===== src/hw/pwb_pkg.sv =====
package pwb_pkg;

    // Register offsets on the XDATA bus (block 0)
    localparam logic [15:0] XA_CNT_START  = 16'hF903;
    localparam logic [15:0] XA_INT_SEL0   = 16'hF908;
    localparam logic [15:0] XA_INT_SEL1   = 16'hF909;
    localparam logic [15:0] XA_INT_EF     = 16'hF90A;
    localparam logic [15:0] XA_ACC_CLR    = 16'hF90B;
    localparam logic [15:0] XA_WR_STS     = 16'hF90C;
    localparam logic [15:0] XA_CNT_LO     = 16'hF910;
    localparam logic [15:0] XA_CNT_HI     = 16'hF911;
    localparam logic [15:0] XA_LOWB_LO    = 16'hF91A;
    localparam logic [15:0] XA_LOWB_HI    = 16'hF91B;
    localparam logic [15:0] XA_UPB_LO     = 16'hF91C;
    localparam logic [15:0] XA_UPB_HI     = 16'hF91D;

    // SFR-bus aliases, write only
    localparam logic [7:0]  SA_LOWB       = 8'h62;
    localparam logic [7:0]  SA_UPB        = 8'h63;

    // Field positions
    localparam int          IEN1_BIT      = 5;
    localparam int          IEN0_BIT      = 4;
    localparam int          CLR_CPU_BIT   = 7;
    localparam int          CLR_SEC_BIT   = 6;
    localparam int          PEND_START    = 2;
    localparam int          PEND_SFR      = 1;
    localparam int          PEND_XDATA    = 0;

    // Fixed low bits of the compare values and reset values
    localparam logic [2:0]  LOWB_FIX      = 3'h0;
    localparam logic [2:0]  UPB_FIX       = 3'h7;
    localparam logic [7:0]  REG_RST       = 8'h00;

    // Write completion time: CPU clocks then PWM count cycles
    localparam logic [2:0]  WR_CPU_CYC    = 3'h6;
    localparam logic [4:0]  WR_PWM_CYC    = 5'h18;
    localparam int          DIV_W         = 4;

    // Host registers on AHB-Lite (byte addresses)
    localparam logic [4:0]  HA_ADDR       = 5'h00;
    localparam logic [4:0]  HA_DATA       = 5'h04;
    localparam logic [4:0]  HA_CTRL       = 5'h08;
    localparam logic [4:0]  HA_RDATA      = 5'h0C;
    localparam logic [4:0]  HA_ISTAT      = 5'h10;
    localparam logic [4:0]  HA_IMASK      = 5'h14;

    // Host command kinds
    localparam logic [1:0]  K_XRD         = 2'h0;
    localparam logic [1:0]  K_XWR         = 2'h1;
    localparam logic [1:0]  K_SWR         = 2'h2;

    typedef enum logic [2:0] {H_IDLE, H_POLL, H_CHK, H_WR, H_RD, H_RDW} pwb_hst_state_t;

    typedef struct packed {
        logic [6:0]       sel0;
        logic [6:0]       sel1;
        logic [1:0]       ien;
        logic [1:0]       iflg;
        logic [3:0]       start;
        logic [15:0]      cnt;
        logic [15:3]      lowb;
        logic [15:3]      upb;
        logic [7:0]       tmp;
        logic [7:0]       cpu_acc;
        logic [7:0]       sec_acc;
        logic [2:0][2:0]  pc;
        logic [2:0][4:0]  pt;
        logic [7:0]       rdata;
        logic [DIV_W-1:0] div;
    } pwb_dev_st_t;

    typedef struct packed {
        pwb_hst_state_t   st;
        logic [15:0]      caddr;
        logic [15:0]      cdata;
        logic [2:0]       ckind;
        logic [7:0]       rdat;
        logic [2:0]       ist;
        logic [2:0]       imask;
        logic [1:0]       irq_prev;
        logic             dp_wr;
        logic [4:0]       dp_addr;
        logic [31:0]      hrdata;
    } pwb_hst_st_t;

endpackage


===== src/hw/pwb_bus_if.sv =====
`timescale 1ns/1ps
interface pwb_bus_if;
    logic [15:0] x_addr;   // XDATA address
    logic        x_wr;     // XDATA write strobe
    logic        x_rd;     // XDATA read strobe
    logic [7:0]  x_wdata;  // XDATA write data
    logic [7:0]  x_rdata;  // XDATA read data, one cycle after x_rd
    logic [7:0]  s_addr;   // SFR address
    logic        s_wr;     // SFR write strobe
    logic        s_master; // 0 CPU, 1 secondary master
    logic [15:0] s_wdata;  // SFR one-word write data
    logic [1:0]  irq;      // Interrupt requests

    modport dev (
        input  x_addr, x_wr, x_rd, x_wdata, s_addr, s_wr, s_master, s_wdata,
        output x_rdata, irq
    );
    modport host (
        output x_addr, x_wr, x_rd, x_wdata, s_addr, s_wr, s_master, s_wdata,
        input  x_rdata, irq
    );
endinterface


===== src/hw/pwb_dev.sv =====
`timescale 1ns/1ps
module pwb_dev
    import pwb_pkg::*;
#(
    parameter logic [DIV_W-1:0] PWM_DIV   = 4'h4, // Clocks per PWM count cycle
    parameter int               BLOCK_IDX = 0     // Bit of the shared start register
) (
    input  wire logic        clk_sys,    // System clock
    input  wire logic        reset_n,    // Async reset, active low
    pwb_bus_if.dev           bus,        // Register buses
    input  wire logic [6:0]  evt_in,     // Internal PWM event pulses
    output logic      [15:0] count_val,  // Counter value
    output logic      [15:0] lower_cmp,  // Lower-bound compare
    output logic      [15:0] upper_cmp,  // Upper-bound compare
    output logic      [7:0]  cpu_acc,    // CPU SFR access count
    output logic      [7:0]  sec_acc,    // Secondary master SFR access count
    output logic             count_run   // Counter enabled
);

    pwb_dev_st_t q;
    pwb_dev_st_t n;
    logic [2:0]  pend;
    logic        tick;
    logic [1:0]  iset;
    logic [1:0]  iclr;
    logic [2:0]  launch;

    // PWM count tick; the divider runs free, so a pending span varies by up to one tick
    assign tick = (q.div == PWM_DIV - 1'b1);

    // A path is pending while either phase of its completion timer runs
    always_comb begin
        for (int i = 0; i < 3; i++) begin
            pend[i] = (q.pc[i] != 3'h0) || (q.pt[i] != 5'h00);
        end
    end

    // Any selected event sets its flag
    assign iset[0] = |(evt_in & q.sel0);
    assign iset[1] = |(evt_in & q.sel1);

    assign bus.irq[1]  = q.ien[1] & q.iflg[1];
    assign bus.irq[0]  = q.ien[0] & q.iflg[0];
    // Read data is registered and stands until the next read strobe
    assign bus.x_rdata = q.rdata;

    assign count_val = q.cnt;
    assign lower_cmp = {q.lowb, LOWB_FIX};
    assign upper_cmp = {q.upb, UPB_FIX};
    assign cpu_acc   = q.cpu_acc;
    assign sec_acc   = q.sec_acc;
    // Only this block's bit of the shared start register runs the counter
    assign count_run = q.start[BLOCK_IDX];

    always_comb begin
        n      = q;
        iclr   = 2'h0;
        launch = 3'h0;

        // The count advances once per tick while started and wraps at the top
        n.div = tick ? '0 : q.div + 1'b1;
        if (tick && q.start[BLOCK_IDX]) begin
            n.cnt = q.cnt + 16'h0001;
        end

        // Completion timers: CPU clocks first, then PWM count cycles
        for (int i = 0; i < 3; i++) begin
            if (q.pc[i] != 3'h0) begin
                n.pc[i] = q.pc[i] - 3'h1;
            end else if (tick && q.pt[i] != 5'h00) begin
                n.pt[i] = q.pt[i] - 5'h01;
            end
        end

        // XDATA writes; tracked writes are refused while their flag is up
        if (bus.x_wr) begin
            unique case (bus.x_addr)
                XA_CNT_START: begin
                    if (!pend[PEND_START]) begin
                        n.start           = bus.x_wdata[3:0];
                        launch[PEND_START] = 1'b1;
                    end
                end
                XA_INT_SEL0: n.sel0 = bus.x_wdata[6:0];
                XA_INT_SEL1: n.sel1 = bus.x_wdata[6:0];
                // Enables and flag clears share the XDATA pending guard
                XA_INT_EF: begin
                    if (!pend[PEND_XDATA]) begin
                        n.ien              = {bus.x_wdata[IEN1_BIT], bus.x_wdata[IEN0_BIT]};
                        iclr               = bus.x_wdata[1:0];
                        launch[PEND_XDATA] = 1'b1;
                    end
                end
                // Clear bits act only when written one and are never stored
                XA_ACC_CLR: begin
                    if (bus.x_wdata[CLR_CPU_BIT]) begin
                        n.cpu_acc = REG_RST;
                    end
                    if (bus.x_wdata[CLR_SEC_BIT]) begin
                        n.sec_acc = REG_RST;
                    end
                end
                // Low bytes are staged and land with the high byte
                XA_CNT_LO, XA_LOWB_LO, XA_UPB_LO: begin
                    if (!pend[PEND_XDATA]) begin
                        n.tmp = bus.x_wdata;
                    end
                end
                // The high byte commits both halves at once, so the count never tears
                XA_CNT_HI: begin
                    if (!pend[PEND_XDATA]) begin
                        n.cnt              = {bus.x_wdata, q.tmp};
                        launch[PEND_XDATA] = 1'b1;
                    end
                end
                // Staged low three bits are dropped; the fixed bits take their place
                XA_LOWB_HI: begin
                    if (!pend[PEND_XDATA]) begin
                        n.lowb             = {bus.x_wdata, q.tmp[7:3]};
                        launch[PEND_XDATA] = 1'b1;
                    end
                end
                XA_UPB_HI: begin
                    if (!pend[PEND_XDATA]) begin
                        n.upb              = {bus.x_wdata, q.tmp[7:3]};
                        launch[PEND_XDATA] = 1'b1;
                    end
                end
                default: ;
            endcase
        end

        // SFR aliases take the whole word at once
        // Refused alias writes neither update the compare nor count as accesses
        if (bus.s_wr && !pend[PEND_SFR] &&
            (bus.s_addr == SA_LOWB || bus.s_addr == SA_UPB)) begin
            if (bus.s_addr == SA_LOWB) begin
                n.lowb = bus.s_wdata[15:3];
            end else begin
                n.upb = bus.s_wdata[15:3];
            end
            launch[PEND_SFR] = 1'b1;
            // A clear in the same cycle still lets this access count
            if (bus.s_master) begin
                n.sec_acc = n.sec_acc + 8'h01;
            end else begin
                n.cpu_acc = n.cpu_acc + 8'h01;
            end
        end

        // A launch reloads both phases, so the span restarts from the full count
        for (int i = 0; i < 3; i++) begin
            if (launch[i]) begin
                n.pc[i] = WR_CPU_CYC;
                n.pt[i] = WR_PWM_CYC;
            end
        end

        // An event in the clearing cycle wins over the clear
        n.iflg = (q.iflg & ~iclr) | iset;

        // Write-only and unmapped locations read as zero
        if (bus.x_rd) begin
            unique case (bus.x_addr)
                XA_CNT_START: n.rdata = {4'h0, q.start};
                XA_INT_SEL0:  n.rdata = {1'b0, q.sel0};
                XA_INT_SEL1:  n.rdata = {1'b0, q.sel1};
                XA_INT_EF:    n.rdata = {2'h0, q.ien, 2'h0, q.iflg};
                XA_WR_STS:    n.rdata = {5'h00, pend};
                XA_CNT_LO:    n.rdata = q.cnt[7:0];
                XA_CNT_HI:    n.rdata = q.cnt[15:8];
                XA_LOWB_LO:   n.rdata = {q.lowb[7:3], LOWB_FIX};
                XA_LOWB_HI:   n.rdata = q.lowb[15:8];
                XA_UPB_LO:    n.rdata = {q.upb[7:3], UPB_FIX};
                XA_UPB_HI:    n.rdata = q.upb[15:8];
                default:      n.rdata = 8'h00;
            endcase
        end
    end

    always_ff @(posedge clk_sys or negedge reset_n) begin
        if (!reset_n) begin
            // Every stored field resets to zero; the fixed compare bits are not stored
            q <= '0;
        end else begin
            q <= n;
        end
    end

endmodule


===== src/flat_wrapper.sv =====
// flat-port wrapper written by rule: the top's interface ports become plain ports
module pwb_dev_flat import pwb_pkg::*;
#(
    parameter logic [DIV_W-1:0] PWM_DIV   = 4'h4,                              
    parameter int               BLOCK_IDX = 0                                        
)
  (clk_sys, reset_n, evt_in, count_val, lower_cmp, upper_cmp, cpu_acc, sec_acc, count_run, bus_x_addr, bus_x_wr, bus_x_rd, bus_x_wdata, bus_s_addr, bus_s_wr, bus_s_master, bus_s_wdata, bus_x_rdata, bus_irq);
  pwb_bus_if bus_i ();
  input  wire logic clk_sys;
  input  wire logic reset_n;
  input  wire logic [6:0] evt_in;
  output logic      [15:0] count_val;
  output logic      [15:0] lower_cmp;
  output logic      [15:0] upper_cmp;
  output logic      [7:0] cpu_acc;
  output logic      [7:0] sec_acc;
  output logic count_run;
  input wire logic [$bits(bus_i.x_addr)-1:0] bus_x_addr;
  input wire logic [$bits(bus_i.x_wr)-1:0] bus_x_wr;
  input wire logic [$bits(bus_i.x_rd)-1:0] bus_x_rd;
  input wire logic [$bits(bus_i.x_wdata)-1:0] bus_x_wdata;
  input wire logic [$bits(bus_i.s_addr)-1:0] bus_s_addr;
  input wire logic [$bits(bus_i.s_wr)-1:0] bus_s_wr;
  input wire logic [$bits(bus_i.s_master)-1:0] bus_s_master;
  input wire logic [$bits(bus_i.s_wdata)-1:0] bus_s_wdata;
  output wire logic [$bits(bus_i.x_rdata)-1:0] bus_x_rdata;
  output wire logic [$bits(bus_i.irq)-1:0] bus_irq;
  assign bus_i.x_addr = bus_x_addr;
  assign bus_i.x_wr = bus_x_wr;
  assign bus_i.x_rd = bus_x_rd;
  assign bus_i.x_wdata = bus_x_wdata;
  assign bus_i.s_addr = bus_s_addr;
  assign bus_i.s_wr = bus_s_wr;
  assign bus_i.s_master = bus_s_master;
  assign bus_i.s_wdata = bus_s_wdata;
  assign bus_x_rdata = bus_i.x_rdata;
  assign bus_irq = bus_i.irq;
  pwb_dev #(.PWM_DIV(PWM_DIV), .BLOCK_IDX(BLOCK_IDX)) u_core (.clk_sys(clk_sys), .reset_n(reset_n), .bus(bus_i), .evt_in(evt_in), .count_val(count_val), .lower_cmp(lower_cmp), .upper_cmp(upper_cmp), .cpu_acc(cpu_acc), .sec_acc(sec_acc), .count_run(count_run));
endmodule

===== config.mk =====
export PLATFORM = sky130hd
export DESIGN_NAME = pwb_dev_flat
export DESIGN_NICKNAME = d
export VERILOG_FILES = /design/src/hw/pwb_pkg.sv /design/src/hw/pwb_bus_if.sv /design/src/hw/pwb_dev.sv /design/src/flat_wrapper.sv
export SDC_FILE = /design/constraint.sdc
export NUM_CORES = 1
export LEC_CHECK = 0
export ABC_AREA = 1
export BUFFER_PORTS_ARGS = -buffer_cell sky130_fd_sc_hd__clkbuf_2
export CORE_MARGIN = 2
export CORE_UTILIZATION = 45
export DETAILED_ROUTE_END_ITERATION = 6
export PLACE_DENSITY = 0.72
export SETUP_SLACK_MARGIN = 0.02
export SYNTH_ARGS = -nofsm -noshare
export SYNTH_HDL_FRONTEND = slang
export SYNTH_SLANG_ARGS = --single-unit

===== constraint.sdc =====
create_clock -name clk_sys -period 1.7 [get_ports clk_sys]
set_clock_uncertainty 0.05 [all_clocks]
set_input_delay 0.085 -clock clk_sys [delete_from_list [all_inputs] [get_ports clk_sys]]
set_output_delay 0.085 -clock clk_sys [all_outputs]
set_load 0.02 [all_outputs]

; ---- After elaboration in Yosys (flattened, before gate mapping)
; Index checks and enable logic that the tools add are counted.
[op_classes]
n_eq_ne = 18
n_bitwise = 9
add_sub_neg = 10
mux = 46
reduce_logical = 35
[op_table]
columns = op, n
row1 = equality test 16 bit (second input constant), 12
row2 = one-hot mux 8 bit (11 select lines), 1
row3 = 2-to-1 mux 16 bit, 5
row4 = 2-to-1 mux 13 bit, 6
row5 = 2-to-1 mux 66 bit, 1
row6 = 2-to-1 mux 8 bit, 6
row7 = 2-to-1 mux 5 bit, 9
row8 = 2-to-1 mux 26 bit, 1
row9 = 2-to-1 mux 3 bit, 6
row10 = adder 16 x 1 -> 16 bit (second input constant), 1
row11 = adder 8 x 1 -> 8 bit (second input constant), 2
row12 = equality test 8 x 7 -> 1 bit (second input constant), 2
row13 = nonzero test 5 bit, 3
row14 = subtractor 5 x 1 -> 5 bit (second input constant), 3
row15 = AND 7 bit, 2
row16 = OR reduction 7 bit, 2
row17 = nonzero test 2 bit, 6
row18 = AND reduction 2 bit, 5
row19 = AND reduction 3 bit, 3
row20 = nonzero test 3 bit, 3
row21 = subtractor 3 x 1 -> 3 bit (second input constant), 3
row22 = 2-to-1 mux 1 bit, 7
row23 = logical AND 1 bit, 6
row24 = 2-to-1 mux 2 bit, 3
row25 = other kinds (13), 20
[word_totals]
register_bits = 124
word_cells = 137
in_bits = 61

; ---- Longest topological paths before layout
[depth]
word_depth = 9
depth_mapped = 16
ltp_nobuf = 14

; ---- Worst setup path before layout
; No wires, ideal clock.
[synth_path]
kind = register to register
startpoint = reg u_core.q[17] in the netlist's numbering
endpoint = reg u_core.q (netlist bit u_core.lower_cmp[9])
arrival_ns = 1.685
path_stages_with_launch = 13
path_buffers = 2
required_ns = 1.520
period_less_slack_ns = 1.866
slack_ns = -0.166
path_cell_list = dfrtp_1 > inv_1 > ha_1 > inv_1 > nor2_1 > nand2_1 > nor2_4 > nand2_4 > or2_1 > buf_2 > buf_6 > o211ai_1 > o21ai_0
[synth_rtl]
columns = item, line
row1 = start: declaration, pwb_dev.sv:20  ; pwb_dev_st_t q;
row2 = start signal: assignment, pwb_dev.sv:186  ; q <= n;

==> impl_metrics.ini <==
[outcome]
outcome = finished with violations
violations = negative setup slack

[floorplan]
fp.coreArea_um2 = 17200
io_pins = 136
die_y_um = 136
die_w_um = 136
die_area_um2 = 18500
rows = 48
start_util = 0.457

[sta]
tns_ps = -12500
setup_viol = 83
slew_violations = 0
fin_crit_sh = 1.24
grt_setup_unrepaired = true
hold_viol_final = 0
slew_headroom = 0.609
fin_hold_ws_ps = 5.53
setup_ws_ps = -404
max_freq_mhz = 475
max_slew.worst_pin.slew_ps = 586
period_minus_slack_ps = 2100

[synth]
syn_area_per_cell_um2 = 7.66
syn_inst = 1024
ys.flop_type = dfrtp_1
synth-seq-cells = 124
synth_area_um2 = 7840
synth_edf_count = 0
synth_warnings = 0
yosysTopAreaCell = dfrtp_1
ys_seq_area_frac = 0.396
synth_top_area_share = 0.396
synth.distinct_cells = 44
ys_top_cells_by_area = dfrtp_1, nand2_1, buf_4
synth-async-reset-ratio = 1.00

[worst_setup_path]
critPathMaxFanout = 3
critPathMaxStageDelay_ps = 400
start_kind = flop
cp_slowest_cell = dfrtp_1
end_kind = flop
critPathArrivalTime_ps = 2370
critPathKind = flop to flop
worstPathRequired_ps = 1970
crit_chain = inv_2, ha_4, inv_2, nor2_4, buf_6, nand4_1, nor2_4, buf_4, nand4_1, nor2_1, nand3_1, nand2_1, inv_1

[route]
drt_first_pass_iters = 5
drt_iter0_drc = 870
ant_nets = 0
wl_um = 25900
drc = 0
vias = 7971
wl_per_cell_um = 17.3
via_per_inst = 5.32

[final_layout]
drive_gt1_frac = 0.372
fin_cells = 1497
regArea_um2 = 3110
area_delta_synth_final_pct = 40.1
final_area_um2 = 11000
layout_common_cells = nand2_1, clkbuf_2, dfrtp_1
diodes = 0
layout_commonest_cell = nand2_1
n_fill_cell = 1345
nets = 1338
fin_util = 0.640
multi_input_area_um2 = 4190

[place]
dpl.hpwl_um = 16300
io_buffers = 126
gp_congestion = 0.954
dpl_cell_area_um2 = 8940
dp.cells = 1380
pre_cts_slack_ps = -289

[power]
power.density_nw_per_um2 = 692
p_total_mw = 7.60
vdd_drop_max_mv = 0.728
p_leak_nw = 5.74

[cts]
insertion_delay_ps = 430
htreeDepth = 4
clkTransAtPathRegs_ps = 60
cts_buffer_depth = 2
clock_sinks = 124
clockRootBuffer = clkbuf_16
cts_tree = yes
cts_buffers = 17

[grt]
overflow = 0
grt_pass1_vias = 7299
grt_max_degree = 71
grt_pass1_wl_um = 37100
grtUsageTotal = 0.260
antenna_found_initial = 0

[worst_hold_path]
hold_path.class = input pin to flop

[run]
drv_cap = 0
-- worst max-delay path: cells and delay by family, from the launching register on --
kind / cells / cell delay [ps]
adder cells (fa/ha/maj): 1 / 150
buffers and inverters: 5 / 460
flip-flops: 1 / 400
AND/OR/NAND/NOR: 7 / 940
-- cell families after synthesis --
group,share of synthesized area
simple gates,0.283
buf+inv,0.154
compound gates,0.109
flops,0.396
xor+xnor,0.0302
fa+ha+maj,0.0255
other cells,0.000958
mux,0.00128
-- Yosys cell counts, types with 6 or more instances --
cell type,n
nor3_1,9
ha_1,16
buf_4,78
nor2_1,76
inv_2,7
nor2_2,11
o211ai_1,9
o21ai_2,9
o21ai_0,70
a31oi_1,6
dfrtp_1,124
o21ai_1,18
nand3_1,76
nand2_1,251
nand2_2,7
nor2_4,9
o22ai_1,10
buf_2,7
o211ai_2,8
nand4_1,16
nand3b_1,9
xor2_1,23
inv_1,133
a21oi_1,7
-- where the power goes --
part           switching, mW  internal (mW)  total (mW)
clock network           1.33           2.25        3.58
registers             0.0526           3.03        3.08
logic                  0.534          0.407       0.941
-- area by class of cell --
class                           count  share of cell area
Tap cell                          225              0.0256
Clock buffer                       23              0.0435
Clock inverter                      7             0.00820
Inverter                          142              0.0518
Sequential cell                   124               0.283
Multi-Input combinational cell    676               0.381
Timing Repair Buffer              300               0.207
-- state kept, by name, summed over array words and instances, names as in the netlist --
register	flops
u_core.q	57
u_core.bus.x_rdata	8
u_core.count_run	1
u_core.upper_cmp	13
u_core.sec_acc	8
u_core.lower_cmp	13
u_core.count_val	16
u_core.cpu_acc	8
-- repair_timing --
action                                  4_1_cts  5_1_grt
buffers inserted                             31       27
hold endpoints to repair                    165        0
gates cloned                                  6        2
endpoints found under the setup margin       78       97
gates resized for setup                      96      109
hold buffers                                 29        0
pin swaps                                    48       46
-- per-layer routing --
layer | part of all wire | routed length (µm) | track usage | up-vias
met2 | 0.49 | 12700 | 0.425 | 406
met5 | 0 | 0 | 0 | -
li1 | - | - | - | 3695
met4 | 0.036 | 935 | 0.101 | 0
met3 | 0.082 | 2140 | 0.0604 | 75
met1 | 0.39 | 10200 | 0.334 | 3795
-- path summary, 6_finish.rpt --
| path | start | to | slack, ps | cells after the start |
|---|---|---|---|---|
| worst max-delay path | u_core.q[31]$_DFFE_PN0P_ | u_core.cpu_acc[7]$_DFF_PN0_ | -400 | 13 |
| worst min-delay path | evt_in[0] | u_core.q[107]$_DFF_PN0_ | 6 | 5 |
| worst max register to register | u_core.q[31]$_DFFE_PN0P_ | u_core.cpu_acc[7]$_DFF_PN0_ | -400 | 13 |
| max in group asynchronous | reset_n | u_core.q[32]$_DFFE_PN0P_ | 1090 | 3 |
| worst min register to register | u_core.bus.x_rdata[4]$_DFFE_PN0P_ | u_core.bus.x_rdata[4]$_DFFE_PN0P_ | 430 | 2 |
| min in group asynchronous | reset_n | u_core.count_val[12]$_DFF_PN0_ | 160 | 3 |
Note: power is estimated with default switching activity, not from simulation.
